[config.mk]
export PLATFORM = sky130hd
export DESIGN_NAME = i2cm_master
export DESIGN_NICKNAME = d
export VERILOG_FILES = /design/src/i2cm_pkg.sv /design/src/i2cm_fifo.sv /design/src/i2cm_master.sv
export VERILOG_INCLUDE_DIRS = /design/src
export SDC_FILE = /design/constraint.sdc
export NUM_CORES = 1
export LEC_CHECK = 0
export BUFFER_PORTS_ARGS = -buffer_cell sky130_fd_sc_hd__clkbuf_2
export CAP_MARGIN = 0
export CORE_ASPECT_RATIO = 1.2
export CORE_UTILIZATION = 30
export CTS_BUF_LIST = sky130_fd_sc_hd__clkbuf_4 sky130_fd_sc_hd__clkbuf_8 sky130_fd_sc_hd__clkbuf_16
export DETAILED_ROUTE_END_ITERATION = 8
export GPL_ROUTABILITY_DRIVEN = 0
export GPL_TIMING_DRIVEN = 0
export PLACE_DENSITY_LB_ADDON = 0.3
export SLEW_MARGIN = 10
export SYNTH_ARGS = -nofsm -noshare
export SYNTH_HDL_FRONTEND = slang
export SYNTH_SLANG_ARGS = --single-unit
[constraint.sdc]
create_clock -name i_clk -period 3.35 [get_ports i_clk]
set_input_delay 0.1675 -clock i_clk [delete_from_list [all_inputs] [get_ports i_clk]]
set_output_delay 0.1675 -clock i_clk [all_outputs]
set_load 0.01 [all_outputs]
[src/i2cm_map.svh]
// Constants for the I2C master transfer engine
`ifndef I2CM_MAP_SVH
`define I2CM_MAP_SVH

// System clock and default bus rate
`define I2CM_CLK_PERIOD_NS 10
`define I2CM_CLK_HZ 100000000
`define I2CM_SCL_HZ_DEFAULT 100000
`define I2CM_PHASES_PER_BIT 4
// Quarter-bit divider reload, derived from the rates above
`define I2CM_QTR_CYC ((`I2CM_CLK_HZ / (`I2CM_PHASES_PER_BIT * `I2CM_SCL_HZ_DEFAULT)) - 1)
`define I2CM_DIV_W 16
`define I2CM_DIV_RESET 16'(`I2CM_QTR_CYC)
// Smallest divider, leaves room for the two-stage pin synchroniser
`define I2CM_DIV_MIN 16'h0003

// Transfer geometry
`define I2CM_BYTE_W 8
`define I2CM_LEN_W 5
`define I2CM_FIFO_DEPTH 8
`define I2CM_LAST_BIT 3'h7

// Fixed bus address of the on-board serial EEPROM (8-bit form)
`define I2CM_EEPROM_ADDR 8'hAE

`endif

[src/i2cm_pkg.sv]
// Types for the I2C master transfer engine
`default_nettype none
package i2cm_pkg;

   typedef enum logic [2:0] {
      I2CM_STAT_NONE = 3'h0,
      I2CM_STAT_OK = 3'h1,
      I2CM_STAT_ADDR_NACK = 3'h2,
      I2CM_STAT_DATA_NACK = 3'h3,
      I2CM_STAT_READ_CORRUPT = 3'h4,
      I2CM_STAT_SDA_STUCK = 3'h5,
      I2CM_STAT_SCL_STUCK = 3'h6
   } i2cm_code_t;

   typedef enum logic [2:0] {
      I2CM_ST_IDLE = 3'h0,
      I2CM_ST_CHECK = 3'h1,
      I2CM_ST_START = 3'h2,
      I2CM_ST_LOAD = 3'h3,
      I2CM_ST_BIT = 3'h4,
      I2CM_ST_ACK = 3'h5,
      I2CM_ST_STOP = 3'h6,
      I2CM_ST_DONE = 3'h7
   } i2cm_state_t;

   typedef struct packed {
      logic [6:0] addr;
      logic rd;
      logic [4:0] len;
   } i2cm_cmd_t;

   typedef struct packed {
      logic done;
      i2cm_code_t code;
   } i2cm_status_t;

endpackage
`default_nettype wire

[src/i2cm_fifo.sv]
// Write-data FIFO with registered read port
`default_nettype none
module i2cm_fifo #(
   parameter int WIDTH = 8,
   parameter int DEPTH = 8
) (
   input wire logic i_clk,
   input wire logic i_sys_rst,
   input wire logic i_flush,
   input wire logic i_in_valid,
   input wire logic [WIDTH-1:0] i_in_data,
   output logic o_in_ready,
   output logic o_out_valid,
   output logic [WIDTH-1:0] o_out_data,
   input wire logic i_out_ready
);
   localparam int AW = (DEPTH > 1) ? $clog2(DEPTH) : 1;
   localparam int CW = $clog2(DEPTH + 1);

   logic [WIDTH-1:0] mem_q [DEPTH];
   logic [AW-1:0] wr_ptr_q;
   logic [AW-1:0] rd_ptr_q;
   logic [CW-1:0] cnt_q;
   logic [CW-1:0] cnt_d;
   logic ready_q;
   logic out_valid_q;
   logic [WIDTH-1:0] out_data_q;

   wire push = i_in_valid && ready_q;
   wire out_pop = out_valid_q && i_out_ready;
   wire load = (cnt_q != '0) && (!out_valid_q || out_pop);
   wire [AW-1:0] wr_nxt = (wr_ptr_q == AW'(DEPTH - 1)) ? '0 : wr_ptr_q + 1'b1;
   wire [AW-1:0] rd_nxt = (rd_ptr_q == AW'(DEPTH - 1)) ? '0 : rd_ptr_q + 1'b1;

   always_comb begin
      cnt_d = cnt_q;
      if (push && !load) begin
         cnt_d = cnt_q + 1'b1;
      end else if (load && !push) begin
         cnt_d = cnt_q - 1'b1;
      end
   end

   always_ff @(posedge i_clk) begin
      if (push) begin
         mem_q[wr_ptr_q] <= i_in_data;
      end
   end

   always_ff @(posedge i_clk) begin
      if (i_sys_rst || i_flush) begin
         wr_ptr_q <= '0;
         rd_ptr_q <= '0;
         cnt_q <= '0;
         ready_q <= 1'b1;
         out_valid_q <= 1'b0;
         out_data_q <= '0;
      end else begin
         cnt_q <= cnt_d;
         ready_q <= (cnt_d != CW'(DEPTH));
         if (push) begin
            wr_ptr_q <= wr_nxt;
         end
         if (load) begin
            rd_ptr_q <= rd_nxt;
            out_data_q <= mem_q[rd_ptr_q];
            out_valid_q <= 1'b1;
         end else if (out_pop) begin
            out_valid_q <= 1'b0;
         end
      end
   end

   assign o_in_ready = ready_q;
   assign o_out_valid = out_valid_q;
   assign o_out_data = out_data_q;
endmodule
`default_nettype wire

[src/i2cm_master.sv]
// I2C single-master transfer engine with per-transfer status
// What this block does
// - Before a START it samples SDA with the bus released and reports SDA stuck if it is low.
// - Before a START it samples SCL with the bus released and reports SCL stuck if it is low while SDA is high.
// - An address byte without acknowledge ends in a STOP and an address-NACK status.
// - A written data byte without acknowledge ends in a STOP and a data-NACK status.
// - The last read byte gets a released SDA; SDA seen low then gives a corrupted-read status.
// - A transfer with every acknowledge and no fault reports success.
// - The SCL rate is set by a host-loaded divider that stays readable.
// - The indicator is on while powered and drops while SDA is low during a transfer.
// - Every address and data byte is eight bits, most significant bit first.
// - The receiver acknowledges on the ninth pulse while the transmitter releases SDA.
// - START and STOP move SDA while SCL is high; all other SDA changes happen while SCL is low.
`include "i2cm_map.svh"
`default_nettype none
module i2cm_master #(
   parameter int FIFO_DEPTH = `I2CM_FIFO_DEPTH
) (
   input wire logic i_clk,
   input wire logic i_sys_rst,
   input wire logic i_go,
   input wire i2cm_pkg::i2cm_cmd_t i_cmd,
   input wire logic i_div_load,
   input wire logic [`I2CM_DIV_W-1:0] i_div,
   output logic [`I2CM_DIV_W-1:0] o_clk_div,
   input wire logic i_wr_valid,
   input wire logic [`I2CM_BYTE_W-1:0] i_wr_data,
   output logic o_wr_ready,
   output logic o_rd_valid,
   output logic [`I2CM_BYTE_W-1:0] o_rd_data,
   output logic o_busy,
   output i2cm_pkg::i2cm_status_t o_status,
   input wire logic i_scl,
   output logic o_scl_o,
   output logic o_scl_oe,
   input wire logic i_sda,
   output logic o_sda_o,
   output logic o_sda_oe,
   output logic o_led
);
   import i2cm_pkg::*;

   logic [1:0] scl_sync_q;
   logic [1:0] sda_sync_q;
   logic [`I2CM_DIV_W-1:0] div_q;
   logic [`I2CM_DIV_W-1:0] cnt_q;
   i2cm_state_t state_q;
   logic [1:0] phase_q;
   logic [2:0] bit_q;
   logic [`I2CM_BYTE_W-1:0] shift_q;
   logic [`I2CM_BYTE_W-1:0] rx_q;
   logic [`I2CM_LEN_W-1:0] left_q;
   logic [6:0] addr_q;
   logic rd_q;
   logic is_addr_q;
   logic ack_q;
   i2cm_code_t pend_q;
   i2cm_status_t stat_q;
   logic busy_q;
   logic scl_oe_q;
   logic sda_oe_q;
   logic rd_valid_q;
   logic [`I2CM_BYTE_W-1:0] rd_data_q;
   logic led_q;
   logic flush_q;
   logic fifo_valid;
   logic [`I2CM_BYTE_W-1:0] fifo_data;
   logic fifo_ready;

   // Synchronised bus levels, second stage only
   wire scl_s = scl_sync_q[1];
   wire sda_s = sda_sync_q[1];

   // Quarter-bit timing
   wire [`I2CM_DIV_W-1:0] div_eff = (div_q < `I2CM_DIV_MIN) ? `I2CM_DIV_MIN : div_q;
   wire tick = (cnt_q == div_eff);
   wire ph0 = (phase_q == 2'h0);
   wire ph1 = (phase_q == 2'h1);
   wire ph2 = (phase_q == 2'h2);
   wire ph3 = (phase_q == 2'h3);
   wire in_clk_st = (state_q == I2CM_ST_BIT) || (state_q == I2CM_ST_ACK);
   wire stretch = in_clk_st && ph2 && !scl_s;
   wire adv = tick && !stretch;

   // Byte decode
   wire receiving = rd_q && !is_addr_q;
   wire last_byte = (left_q == `I2CM_LEN_W'(1));
   wire tx_low = !receiving && !shift_q[7];
   wire ack_low = receiving && !last_byte;
   wire pop = (state_q == I2CM_ST_LOAD) && !rd_q && fifo_valid;
   wire bit_last = (bit_q == `I2CM_LAST_BIT);

   i2cm_fifo #(
      .WIDTH(`I2CM_BYTE_W),
      .DEPTH(FIFO_DEPTH)
   ) u_fifo (
      .i_clk(i_clk),
      .i_sys_rst(i_sys_rst),
      .i_flush(flush_q),
      .i_in_valid(i_wr_valid),
      .i_in_data(i_wr_data),
      .o_in_ready(fifo_ready),
      .o_out_valid(fifo_valid),
      .o_out_data(fifo_data),
      .i_out_ready(pop)
   );

   always_ff @(posedge i_clk) begin
      if (i_sys_rst) begin
         scl_sync_q <= 2'h3;
         sda_sync_q <= 2'h3;
      end else begin
         scl_sync_q <= {scl_sync_q[0], i_scl};
         sda_sync_q <= {sda_sync_q[0], i_sda};
      end
   end

   always_ff @(posedge i_clk) begin
      if (i_sys_rst) begin
         div_q <= `I2CM_DIV_RESET;
      end else if (i_div_load) begin
         div_q <= i_div;
      end
   end

   always_ff @(posedge i_clk) begin
      if (i_sys_rst || !busy_q || tick) begin
         cnt_q <= '0;
      end else begin
         cnt_q <= cnt_q + 1'b1;
      end
   end

   always_ff @(posedge i_clk) begin
      if (i_sys_rst) begin
         led_q <= 1'b1;
      end else begin
         led_q <= !(busy_q && !sda_s);
      end
   end

   always_ff @(posedge i_clk) begin
      if (i_sys_rst) begin
         state_q <= I2CM_ST_IDLE;
         phase_q <= 2'h0;
         bit_q <= 3'h0;
         shift_q <= 8'h00;
         rx_q <= 8'h00;
         left_q <= '0;
         addr_q <= 7'h00;
         rd_q <= 1'b0;
         is_addr_q <= 1'b0;
         ack_q <= 1'b1;
         pend_q <= I2CM_STAT_NONE;
         stat_q <= '{done: 1'b0, code: I2CM_STAT_NONE};
         busy_q <= 1'b0;
         scl_oe_q <= 1'b0;
         sda_oe_q <= 1'b0;
         rd_valid_q <= 1'b0;
         rd_data_q <= 8'h00;
         flush_q <= 1'b0;
      end else begin
         rd_valid_q <= 1'b0;
         flush_q <= 1'b0;
         case (state_q)
            I2CM_ST_IDLE: begin
               if (i_go) begin
                  stat_q <= '{done: 1'b0, code: I2CM_STAT_NONE};
                  addr_q <= i_cmd.addr;
                  rd_q <= i_cmd.rd;
                  left_q <= i_cmd.len;
                  pend_q <= I2CM_STAT_NONE;
                  busy_q <= 1'b1;
                  phase_q <= 2'h0;
                  state_q <= I2CM_ST_CHECK;
               end
            end
            I2CM_ST_CHECK: begin
               if (tick) begin
                  if (!sda_s) begin
                     pend_q <= I2CM_STAT_SDA_STUCK;
                     state_q <= I2CM_ST_DONE;
                  end else if (!scl_s) begin
                     pend_q <= I2CM_STAT_SCL_STUCK;
                     state_q <= I2CM_ST_DONE;
                  end else begin
                     state_q <= I2CM_ST_START;
                  end
               end
            end
            I2CM_ST_START: begin
               if (adv) begin
                  phase_q <= phase_q + 2'h1;
                  if (ph1) begin
                     sda_oe_q <= 1'b1;
                  end
                  if (ph2) begin
                     scl_oe_q <= 1'b1;
                  end
                  if (ph3) begin
                     shift_q <= {addr_q, rd_q};
                     is_addr_q <= 1'b1;
                     bit_q <= 3'h0;
                     state_q <= I2CM_ST_BIT;
                  end
               end
            end
            I2CM_ST_LOAD: begin
               if (rd_q) begin
                  shift_q <= 8'hFF;
                  state_q <= I2CM_ST_BIT;
               end else if (fifo_valid) begin
                  shift_q <= fifo_data;
                  state_q <= I2CM_ST_BIT;
               end
            end
            I2CM_ST_BIT: begin
               if (adv) begin
                  phase_q <= phase_q + 2'h1;
                  if (ph0) begin
                     sda_oe_q <= tx_low;
                  end
                  if (ph1) begin
                     scl_oe_q <= 1'b0;
                  end
                  if (ph2) begin
                     rx_q <= {rx_q[6:0], sda_s};
                  end
                  if (ph3) begin
                     scl_oe_q <= 1'b1;
                     shift_q <= {shift_q[6:0], 1'b0};
                     bit_q <= bit_q + 3'h1;
                     if (bit_last) begin
                        state_q <= I2CM_ST_ACK;
                     end
                  end
               end
            end
            I2CM_ST_ACK: begin
               if (adv) begin
                  phase_q <= phase_q + 2'h1;
                  if (ph0) begin
                     sda_oe_q <= ack_low;
                  end
                  if (ph1) begin
                     scl_oe_q <= 1'b0;
                  end
                  if (ph2) begin
                     ack_q <= sda_s;
                  end
                  if (ph3) begin
                     scl_oe_q <= 1'b1;
                     if (is_addr_q) begin
                        if (ack_q) begin
                           pend_q <= I2CM_STAT_ADDR_NACK;
                           state_q <= I2CM_ST_STOP;
                        end else if (left_q == '0) begin
                           pend_q <= I2CM_STAT_OK;
                           state_q <= I2CM_ST_STOP;
                        end else begin
                           is_addr_q <= 1'b0;
                           state_q <= I2CM_ST_LOAD;
                        end
                     end else if (receiving) begin
                        rd_valid_q <= 1'b1;
                        rd_data_q <= rx_q;
                        left_q <= left_q - 1'b1;
                        if (last_byte) begin
                           pend_q <= ack_q ? I2CM_STAT_OK : I2CM_STAT_READ_CORRUPT;
                           state_q <= I2CM_ST_STOP;
                        end else begin
                           state_q <= I2CM_ST_LOAD;
                        end
                     end else if (ack_q) begin
                        pend_q <= I2CM_STAT_DATA_NACK;
                        state_q <= I2CM_ST_STOP;
                     end else begin
                        left_q <= left_q - 1'b1;
                        if (last_byte) begin
                           pend_q <= I2CM_STAT_OK;
                           state_q <= I2CM_ST_STOP;
                        end else begin
                           state_q <= I2CM_ST_LOAD;
                        end
                     end
                  end
               end
            end
            I2CM_ST_STOP: begin
               if (adv) begin
                  phase_q <= phase_q + 2'h1;
                  if (ph0) begin
                     sda_oe_q <= 1'b1;
                  end
                  if (ph1) begin
                     scl_oe_q <= 1'b0;
                  end
                  if (ph2) begin
                     sda_oe_q <= 1'b0;
                  end
                  if (ph3) begin
                     state_q <= I2CM_ST_DONE;
                  end
               end
            end
            I2CM_ST_DONE: begin
               stat_q <= '{done: 1'b1, code: pend_q};
               busy_q <= 1'b0;
               scl_oe_q <= 1'b0;
               sda_oe_q <= 1'b0;
               flush_q <= 1'b1;
               state_q <= I2CM_ST_IDLE;
            end
            default: begin
               state_q <= I2CM_ST_IDLE;
            end
         endcase
      end
   end

   // Open-drain drivers only ever pull low
   assign o_scl_o = 1'b0;
   assign o_sda_o = 1'b0;
   assign o_scl_oe = scl_oe_q;
   assign o_sda_oe = sda_oe_q;
   assign o_clk_div = div_q;
   assign o_wr_ready = fifo_ready;
   assign o_rd_valid = rd_valid_q;
   assign o_rd_data = rd_data_q;
   assign o_busy = busy_q;
   assign o_status = stat_q;
   assign o_led = led_q;
endmodule
`default_nettype wire

# Word-level counts from Yosys, hierarchy flattened
# Memories as Yosys holds them, arrays and structs flattened. A register that Yosys moved wholly into a read port is not among the register bits.
# Cells that the tools add are included.
# classes
add_sub_neg	8
order_cmp	1
n_eq_ne	41
muxes	99
bitwise	4
reduce_logical	63
# ops
op	n
$mux W3	41
$mux W8	6
$ne A2 B2 Y1 const B	16
$mux W5	6
$mux W1	29
$pmux W3 S8	1
$pmux W8 S3	1
$eq A3 B3 Y1 const B	7
$reduce_and A5 Y1	4
$reduce_and A9 Y1	2
$add A16 B1 Y16 const B	1
$eq A16 B16 Y1	1
$lt A16 B2 Y1 const B	1
$mux W16	1
$logic_and A1 B1 Y1	14
$logic_not A1 Y1	13
$mux W4	3
$ne A4 B4 Y1 const B	3
$reduce_and A12 Y1	1
$reduce_and A6 Y1	2
$reduce_bool A2 Y1	6
$pmux W5 S2	1
$add A3 B1 Y3 const B	3
$ne A3 B3 Y1 const B	3
33 further kinds	50
# word_totals
regBits	108
mem_bits_rw	64
in_bits	44
elab_cells	246
n_memories	1
# mem_list
memory	depth	word_bits	rd	rd_clocked_by_memory_dff	write_ports	line	rtl
u_fifo.mem_q	8	8	1	1	1	i2cm_fifo.sv:20	logic [WIDTH-1:0] mem_q [DEPTH];

# Longest topological paths before layout
# Gate-level depths: netlist (run 1).
# depth
ltp_word	10
depth_mapped	9

# Modules after synthesis
# Synthesis (run 1) repeated with hierarchy kept, for this count alone.
# hier_totals
hier_cells	757
area_unflattened_um2	8082.8
# modules_own_cells
mod	n_inst	cells_per_inst	area_each_um2
i2cm_master	1	546	4680.7
i2cm_fifo	1	211	3402.0

# Worst setup path before layout (run 1)
# OpenSTA, ideal clock, no wires.
# synth_timing
path_kind	register to register
start	register div_q[14], in the netlist o_clk_div[14]
end	register left_q[0]
setup_time_ns	0.088
t_arrival_ns	2.145
required_ns	3.262
setup_slack_ns	1.117
stages_incl_launch_ff	9
path_buffers	1
synth_period_minus_slack_ns	2.233
path_cell_list	dfxtp_1 -> nor4_2 -> a41oi_2 -> xnor2_2 -> nor4_4 -> buf_6 -> nand4b_4 -> and3_1 -> nor4_2
# synth_via
elab_chain_len	6
# synth_rtl
item	line	rtl
from (decl)	i2cm_master.sv:45	logic [`I2CM_DIV_W-1:0] div_q;
from (signal assigned)	i2cm_master.sv:120	div_q <= `I2CM_DIV_RESET;
from (signal assigned)	i2cm_master.sv:122	div_q <= i_div;
$lt A16 B2 Y1 (no line)	--	
$mux W16 *	i2cm_master.sv:75	wire [`I2CM_DIV_W-1:0] div_eff = (div_q < `I2CM_DIV_MIN) ? `I2CM_DIV_MIN : div_q;
$eq A16 B16 Y1 *	i2cm_master.sv:76	wire tick = (cnt_q == div_eff);
$logic_and A1 B1 Y1 *	i2cm_master.sv:83	wire adv = tick && !stretch;
$ne A2 B2 Y1 (no line) *	--	
$reduce_and A6 Y1 (no line) *	--	
to (signal assigned)	i2cm_master.sv:171	left_q <= i_cmd.len;
to (signal assigned)	i2cm_master.sv:267	left_q <= left_q - 1'b1;
to (signal assigned)	i2cm_master.sv:278	left_q <= left_q - 1'b1;
to (decl)	i2cm_master.sv:52	logic [`I2CM_LEN_W-1:0] left_q;
# Mark *: on every way between the ends. The rest lies on a longest branch, timed or not.
# A chain may end at the register's enable or synchronous reset.

# Final worst setup path (run 1)
# layout_timing
start	register div_q[15], in the netlist o_clk_div[15]
end	register rx_q[7]
# layout_via
elab_chain_len	5
# layout_rtl
item	line	rtl
$lt A16 B2 Y1 (no line)	--	
$mux W16 *	i2cm_master.sv:75	
$eq A16 B16 Y1 *	i2cm_master.sv:76	
$logic_and A1 B1 Y1 *	i2cm_master.sv:83	
$reduce_and A3 Y1 (no line) *	--	
to (signal assigned)	i2cm_master.sv:227	rx_q <= {rx_q[6:0], sda_s};
to (decl)	i2cm_master.sv:51	logic [`I2CM_BYTE_W-1:0] rx_q;
# Marks and branches as above.

==> results of run 1 <==
-- worst reg2reg max path: stages (launching register included) --
cell and delay, ps:
dfxtp_1 370, nor4_2 450, a41oi_2 210, xnor2_2 240, nor4_4 510, nand3_2 370
mux2i_1 270, nor2_1 50
-- Yosys cell counts (all sizes together) (14+ instances only) --
cell / count / area (sq um)
dfxtp: 116 / 2320
nand2: 51 / 191
nor3: 14 / 75.1
edfxtp: 64 / 1920
nor2: 103 / 387
ha: 17 / 213
a211oi: 14 / 105
inv: 15 / 56.3
mux2i: 43 / 430
mux4: 16 / 360
a21oi: 45 / 233
nand3: 20 / 105
nor4: 14 / 168
clkbuf: 26 / 97.6
xor2: 24 / 210
-- layer usage --
layer	up-vias	global-route usage [%]
met1	2750	17.8
met3	21	2.30
met2	117	24.6
met5	-	0
met4	0	5.24
li1	2864	-
-- worst max-delay path by stage --
stage | endpoint | slack (ps)
final | rx_q[7]$_SDFFE_PP0P_ | 740
after global routing | rx_q[6]$_SDFFE_PP0P_ | 500
after CTS | rx_q[7]$_SDFFE_PP0P_ | 680
after detailed placement | rx_q[7]$_SDFFE_PP0P_ | 710
after global placement | u_fifo.mem_q[0][7]$_DFFE_PP_ | 570
after floorplan | left_q[0]$_SDFFE_PP0P_ | 1120
-- per-stage QoR --
step | worst slack (ps) | hold slack, ps
after floorplan | 1120 | 266
after global placement | 573 | 391
after detailed placement | 708 | 391
after CTS | 677 | 8.59
after global routing | 498 | 7.45
final | 741 | 19.1
-- cell usage in the layout, fill, tap and decap left out, types with 19 or more instances in the layout --
cell and instances:
nor2_1 103, mux2i_1 43, dlygate4sd3_1 26, nand2_1 51
clkbuf_1 26, xor2_1 24, clkbuf_2 76, a21oi_1 43
nand3_1 19, edfxtp_1 64, dfxtp_1 116
-- power breakdown --
part | switching, uW | internal (uW)
sequential | 101 | 2400
clock | 985 | 1090
combinational | 556 | 439
total | 1640 | 3940
-- logic make-up after synthesis --
family,share of synthesized area [%]
simple gates,16.2
flops,53.3
compound gates,11.2
mux,10.2
buf+inv,2.86
xor+xnor,3.60
fa+ha+maj,2.67
other cells,0.0471
-- state kept, by name, summed over array words and instances, names as in the netlist, 4 cells and up --
register / count
cnt_q: 16
u_fifo.cnt_q: 4
o_clk_div: 16
o_rd_data: 8
left_q: 5
u_fifo.o_out_data: 8
shift_q: 8
o_status: 4
addr_q: 7
rx_q: 8
u_fifo.mem_q: 64
-- cell type report --
type	instances	area share, %
inverters	15	0.581
repair buffers	103	6.69
clock inverters	14	1.95
clock buffers	18	4.47
multi-input cells	485	36.4
well taps	335	4.33
plain buffers	38	1.77
flip-flops and latches	180	43.8
==> flow_summary.yaml, run 1 <==
outcome:
  status: "finished, final reports clean"
finish:
  instances_no_fill: 1188
  antennaDiodeCount: 0
  nNetsFinal: 901
  nFillCells: 2660
  final_core_util_pct: 37.0
  seq_area_sq_um: 4240
  multiInputGateArea_sq_um: 3530
  fin_area_sq_um: 9690
  area_delta_synth_final_pct: 21.6
  drive_above_1_share_pct: 21.0
clocking:
  clock-sinks: 180
  path_clk_slew_ps: 80
  cts_resized: 0
  clk_latency_ps: 430
  cts_buffers: 17
  cts_tree: "built"
  root_buffer: "clkbuf_16"
  cts_max_level: 4
  cts.path.max_buffers: 2
  post-cts-setup-buffers: 0
  cts_hold_buf: 26
hold_path:
  hold_depth: 1
  hp-start: "i_wr_data[4]"
  hp-class: "input port to flip-flop"
  hold_end: "u_fifo.mem_q[3][4]$_DFFE_PP_"
floorplan:
  dieHeight_microns: 181
  start_util_pct: 30.4
  io_pins: 80
  die_width_microns: 151
  fp-row-count: 65
  dieArea_sq_um: 27200
  core-area_sq_um: 26200
detailed_routing:
  dr_wl_met3_microns: 616
  route.detailed.drc: 0
  final_antenna_net_count: 0
  top_layer: "met4"
  via_count: 5752
  wirelength_mm: 18.4
  firstDrtPassIters: 4
  wl_per_cell_microns: 15.5
  drt-met1-wl_mm: 8.25
  dr_wl_met2_mm: 9.25
  vias_per_cell: 4.84
  drt-initial-drc-count: 320
setup_path:
  crit_family: "simple AND/OR/NAND/NOR gates"
  worst-path-buf-inv: 0
  cp.required_ps: 3640
  r2r_slack_ps: 740
  crit-reg2reg-launch: "o_clk_div[15]$_SDFFE_PP0P_"
  cp_data_arrival_time_ps: 2900
  start_kind: "flip-flop"
  slowest_stage: "nor4_4"
  cp.depth: 7
  worstReg2RegEnd: "rx_q[7]$_SDFFE_PP0P_"
  crit_chain: "nor4_2 -> a41oi_2 -> xnor2_2 -> nor4_4 -> nand3_2 -> mux2i_1 -> nor2_1"
  crit_path_max_incr_delay_ps: 510
  worstPathMaxFanout: 8
  path_class: "flip-flop to flip-flop"
  reg2reg_depth: 7
  cp-end-kind: "flip-flop"
  startpoint: "o_clk_div[15]$_SDFFE_PP0P_"
global_route:
  gr-total-overflow: 0
  grt_pass1_vias: 5747
  grt_pass1_wl_mm: 30.2
  grtUsageTotal_pct: 14.3
  antenna_found_initial: 0
  grt_max_degree: 20
sta:
  max_clock_freq_mhz: 383
  fin_crit_sh_pct: 77.9
  rsz0062_at_grt: "no"
  finalMaxSlewViolations: 0
  finalHoldViolations: 0
  setup_tns_ps: 0
  relSlewSlack_pct: 40.8
  setup_viol: 0
  skew_ps: 14.0
  tightest_slew_ps: 885
  min_period_ps: 2610
place:
  dpl.cell_count: 1130
  dp_hpwl_mm: 13.2
  dpl-instance-area_sq_um: 8800
  portBuffers: 76
power_and_ir_drop:
  ir_drop_mv: 0.329
  fin_total_pwr_uw: 5580
  p_per_area_nw_per_um2: 576
  leakagePower_uw: 0.00369
synth:
  async_flop_share_pct: 0
  syn_inst: 717
  post_synth.cell_area_avg_sq_um: 11.1
  synthDistinctLibCells: 68
  synth_seq_area_share_pct: 53.3
  synth_area_sq_um: 7970
  ys_ff_latch: 180
  ys_warn_count: 0
  synth_ff_type: "dfxtp_1"
  synth-edff-count: 64
job:
  cap_violations: 0
(Power assumes the default switching activity.)
==> inputs of run 2 (changes only) <==
--- a/config.mk
+++ b/config.mk
@@ -6,6 +6,7 @@
 export SDC_FILE = /design/constraint.sdc
 export NUM_CORES = 1
 export LEC_CHECK = 0
+export ABC_AREA = 1
 export BUFFER_PORTS_ARGS = -buffer_cell sky130_fd_sc_hd__clkbuf_2
 export CAP_MARGIN = 0
 export CORE_ASPECT_RATIO = 1.2
==> constraint.sdc (replaced) <==
create_clock -name i_clk -period 2.1 [get_ports i_clk]
set_input_delay 0.105 -clock i_clk [delete_from_list [all_inputs] [get_ports i_clk]]
set_output_delay 0.105 -clock i_clk [all_outputs]
set_load 0.01 [all_outputs]
==> run 2 against run 1 <==
Compared with the run above: the flow now finishes with violations (DRC, setup timing); power grew 100%; register-to-register slack lost 770 ps; clock skew shrank 4.1 ps; worst setup slack lost 770 ps; critical path type unchanged.
==> flow_summary.yaml, run 2 <==
outcome:
  status: "finished, violations left"
  violations: "DRC, setup timing"
detailed_routing:
  wirelength_mm: 21.1
  drt-initial-drc-count: 393
  vias_per_cell: 4.72
  firstDrtPassIters: 9
  final_antenna_net_count: 0
  via_count: 6923
  route.detailed.drc: 6
  wl_per_cell_microns: 14.4
sta:
  fin_crit_sh_pct: 101
  max_clock_freq_mhz: 470
  layout_setup_ws_ps: -28.9
  fin_hold_ws_ps: 14.5
  skew_ps: 9.94
  min_period_ps: 2130
  tightest_slew_ps: 851
  finalMaxSlewViolations: 0
  finalHoldViolations: 0
  relSlewSlack_pct: 43.0
  setup_viol: 5
  rsz0062_at_grt: "yes"
synth:
  synth_top_family_by_area: "simple AND/OR/NAND/NOR gates"
  synth_top_cell_area_share_pct: 28.5
  synthMuxAreaShare_pct: 0.123
  yosys.area_share.simple_pct: 23.9
  async_flop_share_pct: 0
  ys_warn_count: 0
  synth-edff-count: 64
  synth-adder-area-share_pct: 2.61
  synthDistinctLibCells: 49
  syn_inst: 964
  synth_seq_area_share_pct: 52.0
  synth.most_common_cell: "nor2_1"
  post_synth.cell_area_avg_sq_um: 8.46
  synth_compound_area_share_pct: 13.1
  ys_top_cells_by_count: "nor2_1 (167), nand2_1 (161), dfxtp_1 (116), o21ai_0 (88), inv_1 (81)"
  synth_area_leaders: "dfxtp_1 (28%), edfxtp_1 (24%), nor2_1 (7.7%), nand2_1 (7.4%), o21ai_0 (5.4%)"
  synth_area_leader_cell: "dfxtp_1"
  synth_area_sq_um: 8160
  synth_ff_type: "dfxtp_1"
  ys_ff_latch: 180
  synthXorXnorAreaFrac_pct: 2.25
finish:
  multiInputGateArea_sq_um: 3780
  area_delta_synth_final_pct: 28.4
  instances_no_fill: 1467
  nFillCells: 2675
  drive_above_1_share_pct: 22.1
  seq_area_sq_um: 4280
  top_register: "u_fifo.mem_q"
  final_cell_mix: "nor2_1 (156), nand2_1 (142), dfxtp_1 (99)"
  largest_register_ffs: 64
  antennaDiodeCount: 0
  nNetsFinal: 1180
  final_common_cell: "nor2_1"
hold_path:
  hp-class: "input port to flip-flop"
  hold_end: "left_q[4]$_SDFFE_PP0P_"
  hp-start: "i_cmd[4]"
  hold_depth: 5
place:
  dpl.cell_count: 1377
  portBuffers: 77
  dp_hpwl_mm: 14.6
setup_path:
  r2r_slack_ps: -30
  slowest_stage: "dfxtp_4"
  crit-reg2reg-launch: "o_clk_div[7]$_SDFFE_PP1P_"
  path_class: "flip-flop to flip-flop"
  crit_chain: "nor2_1 -> nand2_1 -> nor2_2 -> nand2_4 -> nand2_2 -> nand2_2 -> nand2_2 -> nand2_2 -> nor2_4 -> nand4_4 -> nor2_4 -> buf_6 -> o21ai_2 -> nand2_1 -> nand2_1 -> nor2_1"
  cp_data_arrival_time_ps: 2510
  reg2reg_depth: 16
  worstPathMaxFanout: 5
  crit_path_max_incr_delay_ps: 370
  cp-end-kind: "flip-flop"
  cp.required_ps: 2480
  start_kind: "flip-flop"
  worstReg2RegEnd: "is_addr_q$_SDFFE_PP0P_"
  cp_common_cell: "nand2_2"
clocking:
  clk_latency_ps: 440
  cts_max_level: 4
  clock-sinks: 180
  path_clk_slew_ps: 70
  cts_tree: "built"
  cts_buffers: 17
  cts.path.max_buffers: 2
  root_buffer: "clkbuf_16"
job:
  cap_violations: 0
global_route:
  grt_pass1_vias: 6610
  gr-total-overflow: 0
  grtUsageTotal_pct: 15.2
  grt_pass1_wl_mm: 33.5
  grt_max_degree: 17
  antenna_found_initial: 0
floorplan:
  dieArea_sq_um: 27900
  core-area_sq_um: 26500
  io_pins: 80
  fp-row-count: 65
  die_width_microns: 153
  dieHeight_microns: 183
  start_util_pct: 30.8
power_and_ir_drop:
  p_per_area_nw_per_um2: 1080
  fin_total_pwr_uw: 11300
  ir_drop_mv: 0.509
  leakagePower_uw: 0.00417
[run 2: cell count changes after synthesis, moves of 10 or more]
cell      delta
nand2_1    +110
o21ai_0     +77
inv_1       +67
nor2_1      +64
mux2i_1     -42
a21oi_1     +19
mux4_2      -16
nand4_1     +15
xor2_1      -14
a211oi_1    -10
[run 2: report_power, final]
group | switching [uW] | total, uW | internal [uW]
registers | 345 | 4430 | 4090
logic | 2420 | 3700 | 1280
clock network | 1410 | 3160 | 1760
[run 2: metal layers]
layer	GRT usage, %	wire, microns	vias up
met2	26.6	10400	128
li1	-	-	3556
met3	2.66	567	29
met4	5.45	414	0
met1	18.7	9770	3210
met5	0	0	-
[run 2: worst max path at each step]
stage                                           from                           end  slack (ps)  cells after the start
after floorplan            o_clk_div[2]$_SDFFE_PP0P_        is_addr_q$_SDFFE_PP0P_         320                     15
after global placement    o_clk_div[15]$_SDFFE_PP0P_          cnt_q[12]$_SDFF_PP0_         -50                     13
after detailed placement  o_clk_div[15]$_SDFFE_PP0P_          cnt_q[12]$_SDFF_PP0_         -60                     13
after CTS                    state_q[0]$_SDFFE_PP0P_  u_fifo.o_in_ready$_SDFF_PP1_        -0.5                     11
after global routing       o_clk_div[7]$_SDFFE_PP1P_          rx_q[7]$_SDFFE_PP0P_        -160                     15
final                      o_clk_div[7]$_SDFFE_PP1P_        is_addr_q$_SDFFE_PP0P_         -30                     16
[run 2: cell type report]
| type | instances | area share, % |
|---|---|---|
| Buffer | 32 | 1.41 |
| Clock buffer | 23 | 4.95 |
| Clock inverter | 9 | 0.621 |
| Inverter | 89 | 3.44 |
| Multi-Input combinational cell | 667 | 36.1 |
| Sequential cell | 180 | 40.8 |
| Tap cell | 335 | 4.00 |
| Timing Repair Buffer | 132 | 8.62 |
[run 2: through the flow]
step / setup TNS (ps) / utilization [%] / setup WS, ps / area, sq um
2_1_floorplan: 0 / - / 318 / 8160
3_3_place_gp: -869 / 33.8 / -49.9 / 8960
3_5_place_dp: -979 / 33.8 / -56.9 / 8960
4_1_cts: -0.468 / 37.8 / -0.468 / 10000
5_1_grt: -4160 / 39.5 / -164 / 10500
6_report: -85.6 / 39.5 / -28.9 / 10500
[run 2: kinds of logic after synthesis]
kind of cell | Yosys count
compound gates | 189
xor+xnor | 21
fa+ha+maj | 17
buf+inv | 121
flops | 180
mux | 1
other cells | 1
simple gates | 434
[run 2: worst max-delay path: cells and delay by family, from the launching register on]
| family | cells | cell delay [ps] |
|---|---|---|
| compound gates | 1 | 60 |
| simple gates | 14 | 1480 |
| flops | 1 | 370 |
| buf+inv | 1 | 160 |
[run 2: repair_timing]
action,4_1_cts,5_1_grt
buffers inserted,6,12
endpoints found under the setup margin,47,65
hold buffers,36,0
cloned,2,2
endpoints found under the hold margin,92,0
pin swaps,2,32
gates resized for setup,17,100
